==> src/logic/ovps_pkg.sv <==
// Purpose: Constants and types shared by the overvoltage pick-up stage files
// Assumes: APB slave with 32-bit data, one word per register
// Notes: Thresholds are in units of 0.01 percent of nominal voltage
package ovps_pkg;

    localparam int unsigned n_stages = 4;
    localparam int unsigned n_groups = 8;
    localparam int unsigned mag_w = 16;

    // Register byte offsets
    localparam logic [7:0] off_global = 8'h00;
    localparam logic [7:0] off_group_sel = 8'h04;
    localparam logic [7:0] off_wiring = 8'h08;
    localparam logic [7:0] off_irq_status = 8'h0c;
    localparam logic [7:0] off_irq_enable = 8'h10;
    localparam logic [7:0] off_irq_clear = 8'h14;
    localparam logic [7:0] off_stage_status = 8'h18;
    localparam logic [7:0] off_stage_base = 8'h40;
    localparam logic [7:0] off_group_base = 8'h80;

    // Global register fields
    localparam int unsigned bit_mode_allow = 0;
    localparam int unsigned bit_force_enable = 1;

    // Stage static register fields: [2:0] mode, [5:4] forced, [9:8] source
    localparam int unsigned pos_mode = 0;
    localparam int unsigned pos_forced = 4;
    localparam int unsigned pos_source = 8;

    // Group setting word: [15:0] threshold, [17:16] criterion
    localparam int unsigned pos_criterion = 16;

    localparam logic [15:0] threshold_reset = 16'h2904;
    localparam logic [6:0] release_pct = 7'h61;
    localparam logic [6:0] hundred_pct = 7'h64;

    // Magnitude refresh interval and cycles at 200 MHz
    localparam int unsigned refresh_ms = 5;
    localparam int unsigned clock_mhz = 200;
    localparam int unsigned refresh_cycles = refresh_ms * clock_mhz * 1000;

    typedef enum logic [2:0] {
        mode_on,
        mode_blocked,
        mode_test,
        mode_test_blocked,
        mode_off
    } ovps_mode_type;

    typedef enum logic [1:0] {
        status_normal,
        status_start,
        status_trip,
        status_blocked
    } ovps_status_type;

    typedef enum logic [1:0] {
        src_phase_phase,
        src_phase_earth,
        src_channel3,
        src_channel4
    } ovps_source_type;

    typedef enum logic [1:0] {
        crit_one = 2'h0,
        crit_two = 2'h1,
        crit_three = 2'h2
    } ovps_crit_type;

    typedef struct packed {
        ovps_mode_type stage_operating_mode;
        ovps_status_type forced_stage_status;
        ovps_source_type source;
    } ovps_static_type;

    typedef struct packed {
        ovps_crit_type criterion;
        logic [15:0] threshold;
    } ovps_group_type;

    // Eight magnitudes: line-line 12/23/31, line-neutral 1/2/3, channel 3, channel 4
    typedef struct packed {
        logic [mag_w-1:0] ll12;
        logic [mag_w-1:0] ll23;
        logic [mag_w-1:0] ll31;
        logic [mag_w-1:0] ln1;
        logic [mag_w-1:0] ln2;
        logic [mag_w-1:0] ln3;
        logic [mag_w-1:0] ch3;
        logic [mag_w-1:0] ch4;
    } ovps_meas_type;

endpackage

==> src/logic/ovps_group_mem.sv <==
// Purpose: Setting-group memory holding threshold and criterion per stage and group
// Assumes: One write port, one read port, registered read data
// Notes: Reset restores every entry to default criterion and threshold
`timescale 1ns/1ps
module ovps_group_mem #(
    parameter int unsigned depth = 32,
    parameter int unsigned aw = 5
) (
    input wire logic clock, // System clock
    input wire logic rstn, // Synchronous reset, active low
    input wire logic wr_en, // Write strobe
    input wire logic [aw-1:0] wr_addr, // Write index
    input wire ovps_pkg::ovps_group_type wr_data, // Write word
    input wire logic [aw-1:0] rd_addr, // Read index
    output ovps_pkg::ovps_group_type rd_data // Registered read word
);
    ovps_pkg::ovps_group_type mem_reg [depth];

    always_ff @(posedge clock) begin
        if (!rstn) begin
            for (int i = 0; i < depth; i++) begin
                mem_reg[i] <= '{criterion: ovps_pkg::crit_one,
                                threshold: ovps_pkg::threshold_reset};
            end
        end else if (wr_en) begin
            mem_reg[wr_addr] <= wr_data;
        end
    end

    always_ff @(posedge clock) begin
        if (!rstn) begin
            rd_data <= '{criterion: ovps_pkg::crit_one, threshold: ovps_pkg::threshold_reset};
        end else begin
            rd_data <= mem_reg[rd_addr];
        end
    end
endmodule

==> src/logic/ovps_stage.sv <==
// Purpose: Four overvoltage pick-up stages with APB settings and interrupt
// Assumes: Magnitudes arrive on this clock with a new-sample strobe every 5 ms
// Notes: Trip timing and external blocking are outside this block
//
// What this block does
// - Four independent stages, each with its own settings and pick-up logic.
// - Inputs are fundamental line or phase magnitudes, refreshed every 5 ms.
// - Source picks line-line, line-earth, channel 3 or channel 4; reset is line-line.
// - Line-line and line-earth use channels 1-3, only 1-2 in two-line-aux wiring.
// - Channel 4 is always watched; channel 3 only in two-line-aux wiring.
// - Mode is On, Blocked, Test, Test/Blocked or Off, resets On, writable if allowed.
// - Forced status is Normal, Start, Trip or Blocked, resets Normal, needs forcing on.
// - Mode and forced status are static, outside the setting groups.
// - Three magnitudes are over when above one common threshold.
// - A picked-up voltage releases only below 97 percent of the threshold.
// - Pick-up needs one, two or three voltages over, per criterion, reset one.
// - Threshold steps are 0.01 percent of nominal, reset 105 percent.
// - Threshold and criterion follow the active group and may change while running.
`timescale 1ns/1ps
module ovps_stage #(
    parameter int unsigned refresh_cycles = ovps_pkg::refresh_cycles
) (
    input wire logic clock, // 200 MHz system clock
    input wire logic rstn, // Synchronous reset, active low
    input wire logic psel, // APB select
    input wire logic penable, // APB enable
    input wire logic pwrite, // APB direction
    input wire logic [7:0] paddr, // APB byte address
    input wire logic [31:0] pwdata, // APB write data
    output logic [31:0] prdata, // APB read data
    output logic pready, // APB ready
    output logic pslverr, // APB error on unmapped address
    input wire ovps_pkg::ovps_meas_type measured_magnitude, // Magnitudes, percent of nominal x100
    input wire logic meas_valid, // One-cycle strobe for a new sample set
    output logic [7:0] stage_status, // Two status bits per stage
    output logic [3:0] stage_pickup, // Computed pick-up per stage
    output logic irq // Level interrupt
);
    localparam int unsigned cw = $clog2(2 * refresh_cycles + 1);

    ovps_pkg::ovps_static_type static_reg [ovps_pkg::n_stages];
    ovps_pkg::ovps_meas_type meas_reg;
    logic mode_allow_reg;
    logic force_enable_reg;
    logic two_line_aux_wiring;
    logic [2:0] group_sel_reg;
    logic [3:0] pickup_reg;
    logic [2:0] over_reg [ovps_pkg::n_stages];
    logic [7:0] irq_status_reg;
    logic [7:0] irq_enable_reg;
    logic [7:0] irq_event;
    logic [1:0] eval_stage_reg;
    logic eval_busy_reg;
    logic eval_load_reg;
    logic [cw-1:0] stale_cnt_reg;
    logic stale_reg;
    logic [31:0] prdata_next;
    logic map_hit;
    logic apb_wr;
    logic apb_rd;
    logic mem_wr;
    ovps_pkg::ovps_group_type mem_rd_data;
    ovps_pkg::ovps_group_type mem_wr_data;
    logic [4:0] mem_rd_addr;

    // Scale threshold by a percentage, kept in 32 bits to avoid overflow
    function automatic logic [31:0] scale_pct(input logic [15:0] thr, input logic [6:0] pct);
        scale_pct = 32'(thr) * 32'(pct);
    endfunction

    function automatic logic [1:0] count3(input logic [2:0] v);
        count3 = 2'(v[0]) + 2'(v[1]) + 2'(v[2]);
    endfunction

    assign apb_wr = psel && penable && pwrite;
    assign apb_rd = psel && penable && !pwrite;
    assign pready = psel && penable;
    assign mem_wr = apb_wr && paddr[7];
    assign mem_wr_data = '{criterion: ovps_pkg::ovps_crit_type'(pwdata[17:16]),
                           threshold: pwdata[15:0]};

    // Setting groups: index is group * 4 + stage
    assign mem_rd_addr = eval_busy_reg ? {group_sel_reg[2:0] , eval_stage_reg}
                                       : paddr[6:2];

    ovps_group_mem #(
        .depth(ovps_pkg::n_groups * ovps_pkg::n_stages),
        .aw(5)
    ) u_group_mem (
        .clock(clock),
        .rstn(rstn),
        .wr_en(mem_wr),
        .wr_addr(paddr[6:2]),
        .wr_data(mem_wr_data),
        .rd_addr(mem_rd_addr),
        .rd_data(mem_rd_data)
    );

    // Global permissions, wiring and group select
    always_ff @(posedge clock) begin
        if (!rstn) begin
            mode_allow_reg <= 1'b0;
            force_enable_reg <= 1'b0;
            two_line_aux_wiring <= 1'b0;
            group_sel_reg <= 3'h0;
        end else if (apb_wr) begin
            if (paddr == ovps_pkg::off_global) begin
                mode_allow_reg <= pwdata[ovps_pkg::bit_mode_allow];
                force_enable_reg <= pwdata[ovps_pkg::bit_force_enable];
            end
            if (paddr == ovps_pkg::off_group_sel) begin
                group_sel_reg <= pwdata[2:0];
            end
            if (paddr == ovps_pkg::off_wiring) begin
                two_line_aux_wiring <= pwdata[0];
            end
        end
    end

    // Static per-stage settings, independent of the group select
    always_ff @(posedge clock) begin
        if (!rstn) begin
            for (int s = 0; s < ovps_pkg::n_stages; s++) begin
                static_reg[s] <= '{stage_operating_mode: ovps_pkg::mode_on,
                                   forced_stage_status: ovps_pkg::status_normal,
                                   source: ovps_pkg::src_phase_phase};
            end
        end else if (apb_wr && paddr[7:4] == 4'h4) begin
            static_reg[paddr[3:2]].source <=
                ovps_pkg::ovps_source_type'(pwdata[ovps_pkg::pos_source +: 2]);
            if (mode_allow_reg && pwdata[ovps_pkg::pos_mode +: 3] <= 3'h4) begin
                static_reg[paddr[3:2]].stage_operating_mode <=
                    ovps_pkg::ovps_mode_type'(pwdata[ovps_pkg::pos_mode +: 3]);
            end
            if (force_enable_reg) begin
                static_reg[paddr[3:2]].forced_stage_status <=
                    ovps_pkg::ovps_status_type'(pwdata[ovps_pkg::pos_forced +: 2]);
            end
        end
    end

    // Latch a fresh sample set and walk the stages through the group memory
    always_ff @(posedge clock) begin
        if (!rstn) begin
            meas_reg <= '0;
            eval_busy_reg <= 1'b0;
            eval_load_reg <= 1'b0;
            eval_stage_reg <= 2'h0;
        end else begin
            eval_load_reg <= eval_busy_reg;
            if (meas_valid && !eval_busy_reg) begin
                meas_reg <= measured_magnitude;
                eval_busy_reg <= 1'b1;
                eval_stage_reg <= 2'h0;
            end else if (eval_busy_reg) begin
                eval_stage_reg <= eval_stage_reg + 2'h1;
                if (eval_stage_reg == 2'h3) begin
                    eval_busy_reg <= 1'b0;
                end
            end
        end
    end

    // Per-stage comparison one cycle after the memory read
    logic [1:0] cmp_stage_reg;
    always_ff @(posedge clock) begin
        if (!rstn) begin
            cmp_stage_reg <= 2'h0;
        end else begin
            cmp_stage_reg <= eval_stage_reg;
        end
    end

    logic [ovps_pkg::mag_w-1:0] sel_mag [3];
    logic [2:0] sel_used;
    logic [2:0] over_next;
    logic pick_next;

    always_comb begin
        sel_used = 3'h7;
        sel_mag[0] = meas_reg.ll12;
        sel_mag[1] = meas_reg.ll23;
        sel_mag[2] = meas_reg.ll31;
        case (static_reg[cmp_stage_reg].source)
            ovps_pkg::src_phase_phase: begin
                sel_mag[0] = meas_reg.ll12;
            end
            ovps_pkg::src_phase_earth: begin
                sel_mag[0] = meas_reg.ln1;
                sel_mag[1] = meas_reg.ln2;
                sel_mag[2] = meas_reg.ln3;
            end
            ovps_pkg::src_channel3: begin
                sel_mag[0] = meas_reg.ch3;
                sel_used = two_line_aux_wiring ? 3'h1 : 3'h0;
            end
            ovps_pkg::src_channel4: begin
                sel_mag[0] = meas_reg.ch4;
                sel_used = 3'h1;
            end
            default: begin
                sel_used = 3'h0;
            end
        endcase
        // Two-line wiring has no third line channel
        if (two_line_aux_wiring && static_reg[cmp_stage_reg].source inside
                {ovps_pkg::src_phase_phase, ovps_pkg::src_phase_earth}) begin
            sel_used = 3'h3;
        end
        for (int i = 0; i < 3; i++) begin
            // Hysteresis: compare 100*mag against 97*thr so no division is needed
            if (!sel_used[i]) begin
                over_next[i] = 1'b0;
            end else if (over_reg[cmp_stage_reg][i]) begin
                over_next[i] = scale_pct(sel_mag[i][15:0], ovps_pkg::hundred_pct) >=
                    scale_pct(mem_rd_data.threshold, ovps_pkg::release_pct);
            end else begin
                over_next[i] = sel_mag[i] > mem_rd_data.threshold;
            end
        end
        case (mem_rd_data.criterion)
            ovps_pkg::crit_two: pick_next = count3(over_next) >= 2'h2;
            ovps_pkg::crit_three: pick_next = count3(over_next) == 2'h3 &&
                sel_used == 3'h7;
            default: pick_next = count3(over_next) >= 2'h1;
        endcase
    end

    always_ff @(posedge clock) begin
        if (!rstn) begin
            pickup_reg <= 4'h0;
            for (int s = 0; s < ovps_pkg::n_stages; s++) begin
                over_reg[s] <= 3'h0;
            end
        end else if (eval_load_reg) begin
            over_reg[cmp_stage_reg] <= over_next;
            pickup_reg[cmp_stage_reg] <= pick_next && !stale_reg;
        end else if (stale_reg) begin
            pickup_reg <= 4'h0;
        end
    end

    // A missing refresh drops pick-up rather than holding a stale decision
    always_ff @(posedge clock) begin
        if (!rstn) begin
            stale_cnt_reg <= '0;
            stale_reg <= 1'b0;
        end else if (meas_valid) begin
            stale_cnt_reg <= '0;
            stale_reg <= 1'b0;
        end else if (stale_cnt_reg == cw'(2 * refresh_cycles)) begin
            stale_reg <= 1'b1;
        end else begin
            stale_cnt_reg <= stale_cnt_reg + cw'(1);
        end
    end

    // Status per stage: forced value wins, then mode, then pick-up
    logic [7:0] status_next;
    always_comb begin
        for (int s = 0; s < ovps_pkg::n_stages; s++) begin
            if (force_enable_reg &&
                    static_reg[s].forced_stage_status != ovps_pkg::status_normal) begin
                status_next[2*s +: 2] = static_reg[s].forced_stage_status;
            end else if (static_reg[s].stage_operating_mode == ovps_pkg::mode_off) begin
                status_next[2*s +: 2] = ovps_pkg::status_normal;
            end else if (static_reg[s].stage_operating_mode inside
                    {ovps_pkg::mode_blocked, ovps_pkg::mode_test_blocked}) begin
                status_next[2*s +: 2] = pickup_reg[s] ? ovps_pkg::status_blocked
                                                      : ovps_pkg::status_normal;
            end else begin
                status_next[2*s +: 2] = pickup_reg[s] ? ovps_pkg::status_start
                                                      : ovps_pkg::status_normal;
            end
        end
    end

    always_ff @(posedge clock) begin
        if (!rstn) begin
            stage_status <= 8'h00;
            stage_pickup <= 4'h0;
        end else begin
            stage_status <= status_next;
            stage_pickup <= pickup_reg;
        end
    end

    // Events: pick-up rise in bits 3:0, pick-up fall in bits 7:4
    assign irq_event = {stage_pickup & ~pickup_reg, pickup_reg & ~stage_pickup};

    always_ff @(posedge clock) begin
        if (!rstn) begin
            irq_status_reg <= 8'h00;
            irq_enable_reg <= 8'h00;
        end else begin
            // A new event wins over a clear in the same cycle
            if (apb_wr && paddr == ovps_pkg::off_irq_clear) begin
                irq_status_reg <= (irq_status_reg & ~pwdata[7:0]) | irq_event;
            end else begin
                irq_status_reg <= irq_status_reg | irq_event;
            end
            if (apb_wr && paddr == ovps_pkg::off_irq_enable) begin
                irq_enable_reg <= pwdata[7:0];
            end
        end
    end

    assign irq = |(irq_status_reg & irq_enable_reg);

    // Read mux; group words read back as zero since the memory port serves evaluation
    always_comb begin
        prdata_next = 32'h0;
        map_hit = 1'b1;
        if (paddr[7:4] == 4'h4) begin
            prdata_next[ovps_pkg::pos_mode +: 3] = static_reg[paddr[3:2]].stage_operating_mode;
            prdata_next[ovps_pkg::pos_forced +: 2] = static_reg[paddr[3:2]].forced_stage_status;
            prdata_next[ovps_pkg::pos_source +: 2] = static_reg[paddr[3:2]].source;
        end else if (paddr[7]) begin
            prdata_next = 32'h0;
        end else begin
            case (paddr)
                ovps_pkg::off_global: prdata_next[1:0] = {force_enable_reg, mode_allow_reg};
                ovps_pkg::off_group_sel: prdata_next[2:0] = group_sel_reg;
                ovps_pkg::off_wiring: prdata_next[0] = two_line_aux_wiring;
                ovps_pkg::off_irq_status: prdata_next[7:0] = irq_status_reg;
                ovps_pkg::off_irq_enable: prdata_next[7:0] = irq_enable_reg;
                ovps_pkg::off_irq_clear: prdata_next = 32'h0;
                ovps_pkg::off_stage_status: prdata_next[11:0] = {pickup_reg, stage_status};
                default: map_hit = 1'b0;
            endcase
        end
        prdata = apb_rd ? prdata_next : 32'h0;
        pslverr = psel && penable && !map_hit;
    end
endmodule

==> config.mk <==
export PLATFORM = sky130hd
export DESIGN_NAME = ovps_stage
export DESIGN_NICKNAME = d
export VERILOG_FILES = /design/src/logic/ovps_pkg.sv /design/src/logic/ovps_group_mem.sv /design/src/logic/ovps_stage.sv
export SDC_FILE = /design/constraint.sdc
export NUM_CORES = 2
export LEC_CHECK = 0
export BUFFER_PORTS_ARGS = -buffer_cell sky130_fd_sc_hd__buf_4
export CORE_MARGIN = 3
export CORE_UTILIZATION = 65
export DETAILED_ROUTE_END_ITERATION = 7
export PLACE_DENSITY = 0.84
export SLEW_MARGIN = 20
export SYNTH_ARGS = -nofsm -noshare
export SYNTH_HDL_FRONTEND = slang
export SYNTH_SLANG_ARGS = --single-unit
==> constraint.sdc <==
create_clock -name clock -period 16.4 [get_ports clock]
set_input_delay 3.28 -clock clock [delete_from_list [all_inputs] [get_ports clock]]
set_output_delay 3.28 -clock clock [all_outputs]
set_load 0.1 [all_outputs]
==> summary.txt <==
Run status
  – Outcome: finished, final reports clean

Setup path
  – Slowest-stage cell, CP: a211oi_1
  – Crit path max fanout: 26
  – CP startpoint: cmp_stage_reg[0]$_SDFF_PN0_
  – Reg-to-reg slack, setup: slightly above 7 ns
  – Setup Crit Path Kind: flop to flop
  – Cell count along the critical path: 29
  – Worst r2r path cells: 29
  – CP dominant cell by count: ha_1
  – Worst Setup EP: pickup_reg[3]$_SDFFE_PN0P_
  – Crit end category: flop
  – CP delay by family, top: compound AO/OA/AOI/OAI gates
  – Crit path launch type: flop
  – Worst r2r src: cmp_stage_reg[0]$_SDFF_PN0_
  – Critical R2R Capture: pickup_reg[3]$_SDFFE_PN0P_
  – Buf/Inv on CP: 4
  – Max incr delay on CP: about 0.86 ns
  – Critical path data arrival time: around 9.9 ns
  – Critical Path RT: roughly 17 ns

Logic synthesis
  – Ys async rst share: 0
  – Post-synth EDFFs: 616
  – Yosys reg bits: ~830
  – Cell Area, Synth: roughly 45000 sq um
  – Cell with the most instances after synthesis: edfxtp_1
  – Synth Flop Type: edfxtp_1
  – Sequential area share after synthesis: 0.501
  – Syn Inst Count: 3755
  – Synth top area cells: edfxtp_1 41%, ha_1 9.5%, dfxtp_1 9.3%
  – Synth unique cells: 84
  – Syn. warnings: 0
  – Synth cell count leaders: 616 x edfxtp_1, 437 x and2_1, 343 x ha_1
  – Synth top area share: 0.407
  – Syn avg cell area: about 12 sq um
  – Post-synth top area cell: edfxtp_1

Power
  – Psw: 0.00190 W
  – Peak supply drop: 0.0984 mV
  – Share of power burned in registers: 0.400
  – Combinational share of power: 0.278
  – Leak: approximately 20 nW
  – Sw frac: 0.315
  – Clock power share: 0.322
  – Power Internal: around 0.0041 W
  – Pwr Density: 120 nW/um^2

Drt
  – ANT nets after route: 0
  – DR vias/cell: 6.38
  – Per-cell routed wire length: ~23 microns
  – Remaining DRCs: 0
  – Drt pass-1 iters: 8
  – Drt total wl: around 110000 microns
  – Vias: 30900
  – Initial drt markers: 3218

Floorplanning
  – DIE WIDTH: around 270 microns
  – Chip height: about 270 microns
  – Initial Util: 0.659
  – IO Pins: roughly 220
  – Core area: about 70000 sq um
  – # rows: 96
  – Die area: approximately 73000 sq um

Timing
  – Final Hold Fails: 0
  – Clock skew: approximately 0.044 ns
  – Min cycle time layout: roughly 9.3 ns
  – Final setup fails: 0
  – F_max: ~0.11 GHz
  – Worst-margin pin slew: 1.18 ns
  – Total negative slack: 0 ns
  – Fin crit share: 0.569
  – Fin. max-slew vios: 0
  – RSZ-0062 raised after global routing: false
  – Worst slew margin: 0.211

CTS
  – Clock Tree Buf Depth: 3
  – CTS Root Cell: clkbuf_16
  – CTS sink count: 828
  – CTS buffer count: between 80 and 90
  – CTS H-tree lvls: 3
  – Post-CTS Setup Repair Bufs: 0
  – CTS tree: done
  – Clk slew on worst S/H paths: 0.06 ns
  – CTS Hold Bufs: 0
  – Clock Latency Late Sink: about 0.67 ns
  – CTS-repair resized insts: 0

Layout
  – Filler cell count in the final layout: roughly 4400
  – Proportion of layout cells with a drive suffix above 1: 0.141
  – Synth-to-Final Area Change: 10.6%
  – Multi-input gate area: ~21000 sq um
  – Register area: around 23000 sq um
  – Max reg flops: between 500 and 600
  – Post-route cell area: approximately 50000 sq um
  – Antenna diodes: 0
  – Layout Nets: between 4000 and 5000

Global routing
  – Vias in the first global route: slightly above 30000
  – Total track usage: 0.306
  – Largest net degree at the start of global routing: around 100
  – First-pass GRT wire length: ~170000 microns
  – Grt ovf: 0
  – Initial antenna violation count: 6

Place
  – Hpwl dp: 74200 microns
  – GPL Wtd Cong: between 0.9 and 1
  – Port bufs: 186
  – Placed cell area: 47400 sq um

Hold path
  – Hold WC Path Type: flop to flop

Run
  – Max_cap viols: 0
[kinds of logic after synthesis]
group | count (synthesis) | synth area share
and+or+nand+nor | 1144 | 0.137
buffers and inverters | 485 | 0.0430
muxes | 264 | 0.102
adders and majority gates | 385 | 0.113
xor gates and xnor gates | 65 | 0.0125
other | 1 | 0.0000826
AOI/OAI and AO/OA | 583 | 0.0915
DFF | 828 | 0.501
[worst min path at each step]
| stage | startpoint | endpoint | slack [ns] | cells past startpoint |
|---|---|---|---|---|
| global placement | meas_reg[35]$_SDFFE_PN0P_ | meas_reg[35]$_SDFFE_PN0P_ | 0.45 | 1 |
| floorplan | meas_reg[32]$_SDFFE_PN0P_ | meas_reg[32]$_SDFFE_PN0P_ | 0.44 | 1 |
| global route | meas_reg[118]$_SDFFE_PN0P_ | meas_reg[118]$_SDFFE_PN0P_ | 0.49 | 1 |
| CTS | meas_reg[21]$_SDFFE_PN0P_ | meas_reg[21]$_SDFFE_PN0P_ | 0.48 | 1 |
| finish | meas_reg[47]$_SDFFE_PN0P_ | meas_reg[47]$_SDFFE_PN0P_ | 0.48 | 1 |
| detailed placement | meas_reg[36]$_SDFFE_PN0P_ | meas_reg[36]$_SDFFE_PN0P_ | 0.46 | 1 |
[area by class of cell]
| type | instances | area share |
|---|---|---|
| Sequential cell | 828 | 0.453 |
| Timing Repair Buffer | 241 | 0.0360 |
| Clock inverter | 47 | 0.00969 |
| Clock buffer | 110 | 0.0469 |
| Multi-Input combinational cell | 2461 | 0.415 |
| Inverter | 220 | 0.0165 |
| Tap cell | 931 | 0.0232 |
[stage by stage]
stage / hold slack, ns / setup slack [ns] / power (W) / utilization / std cells
finish: 0.477 / 7.06 / 0.00603 / 0.729 / 4838
detailed placement: 0.456 / 7.31 / 0.00409 / 0.687 / 4681
floorplan: 0.442 / 6.91 / 0.00361 / - / 3774
global placement: 0.455 / 7.44 / 0.00403 / 0.687 / 4681
CTS: 0.476 / 7.20 / 0.00602 / 0.728 / 4838
global route: 0.491 / 6.56 / 0.00630 / 0.729 / 4838
[layout by cell type (no fill, tap or decap), types with 30 or more instances in the layout]
cell,instances
inv_1,217
a21o_1,44
or3_1,107
o21ai_1,47
a22oi_1,43
xnor2_1,30
nand3_1,50
and2_1,437
nand2_1,172
a21oi_1,111
mux4_2,158
buf_4,241
a22o_1,131
o21ai_0,45
ha_1,343
dfxtp_1,212
clkbuf_16,89
xor2_1,35
nor2_1,167
nor3_1,73
mux2i_1,88
fa_1,42
nor2b_1,50
edfxtp_1,616
[power by group through the flow]
stage          combinational (W)  clock (W)  sequential (W)
6_report                 0.00168    0.00194         0.00241
5_1_grt                  0.00185    0.00203         0.00242
4_1_cts                  0.00166    0.00195         0.00241
3_5_place_dp             0.00164          0         0.00245
3_3_place_gp             0.00159          0         0.00244
2_1_floorplan            0.00117          0         0.00244
[worst register-to-register path: cells and delay by family, from the launching register on]
family	cells	cell delay, ns
AOI/OAI and AO/OA	11	3.31
adders and majority gates	6	2.32
and+or+nand+nor	5	1.10
muxes	2	1.02
buffers and inverters	4	0.74
DFF	1	0.65
xor gates and xnor gates	1	0.14
[metal layers]
layer  vias up  global-route usage  share of wire
met3       365              0.0456          0.081
met1     15000               0.385           0.37
met2      1579               0.514           0.49
met4         2               0.169          0.063
met5         -                   0        0.00012
li1      13900                   -              -
Power figures use the tool's default switching activity.
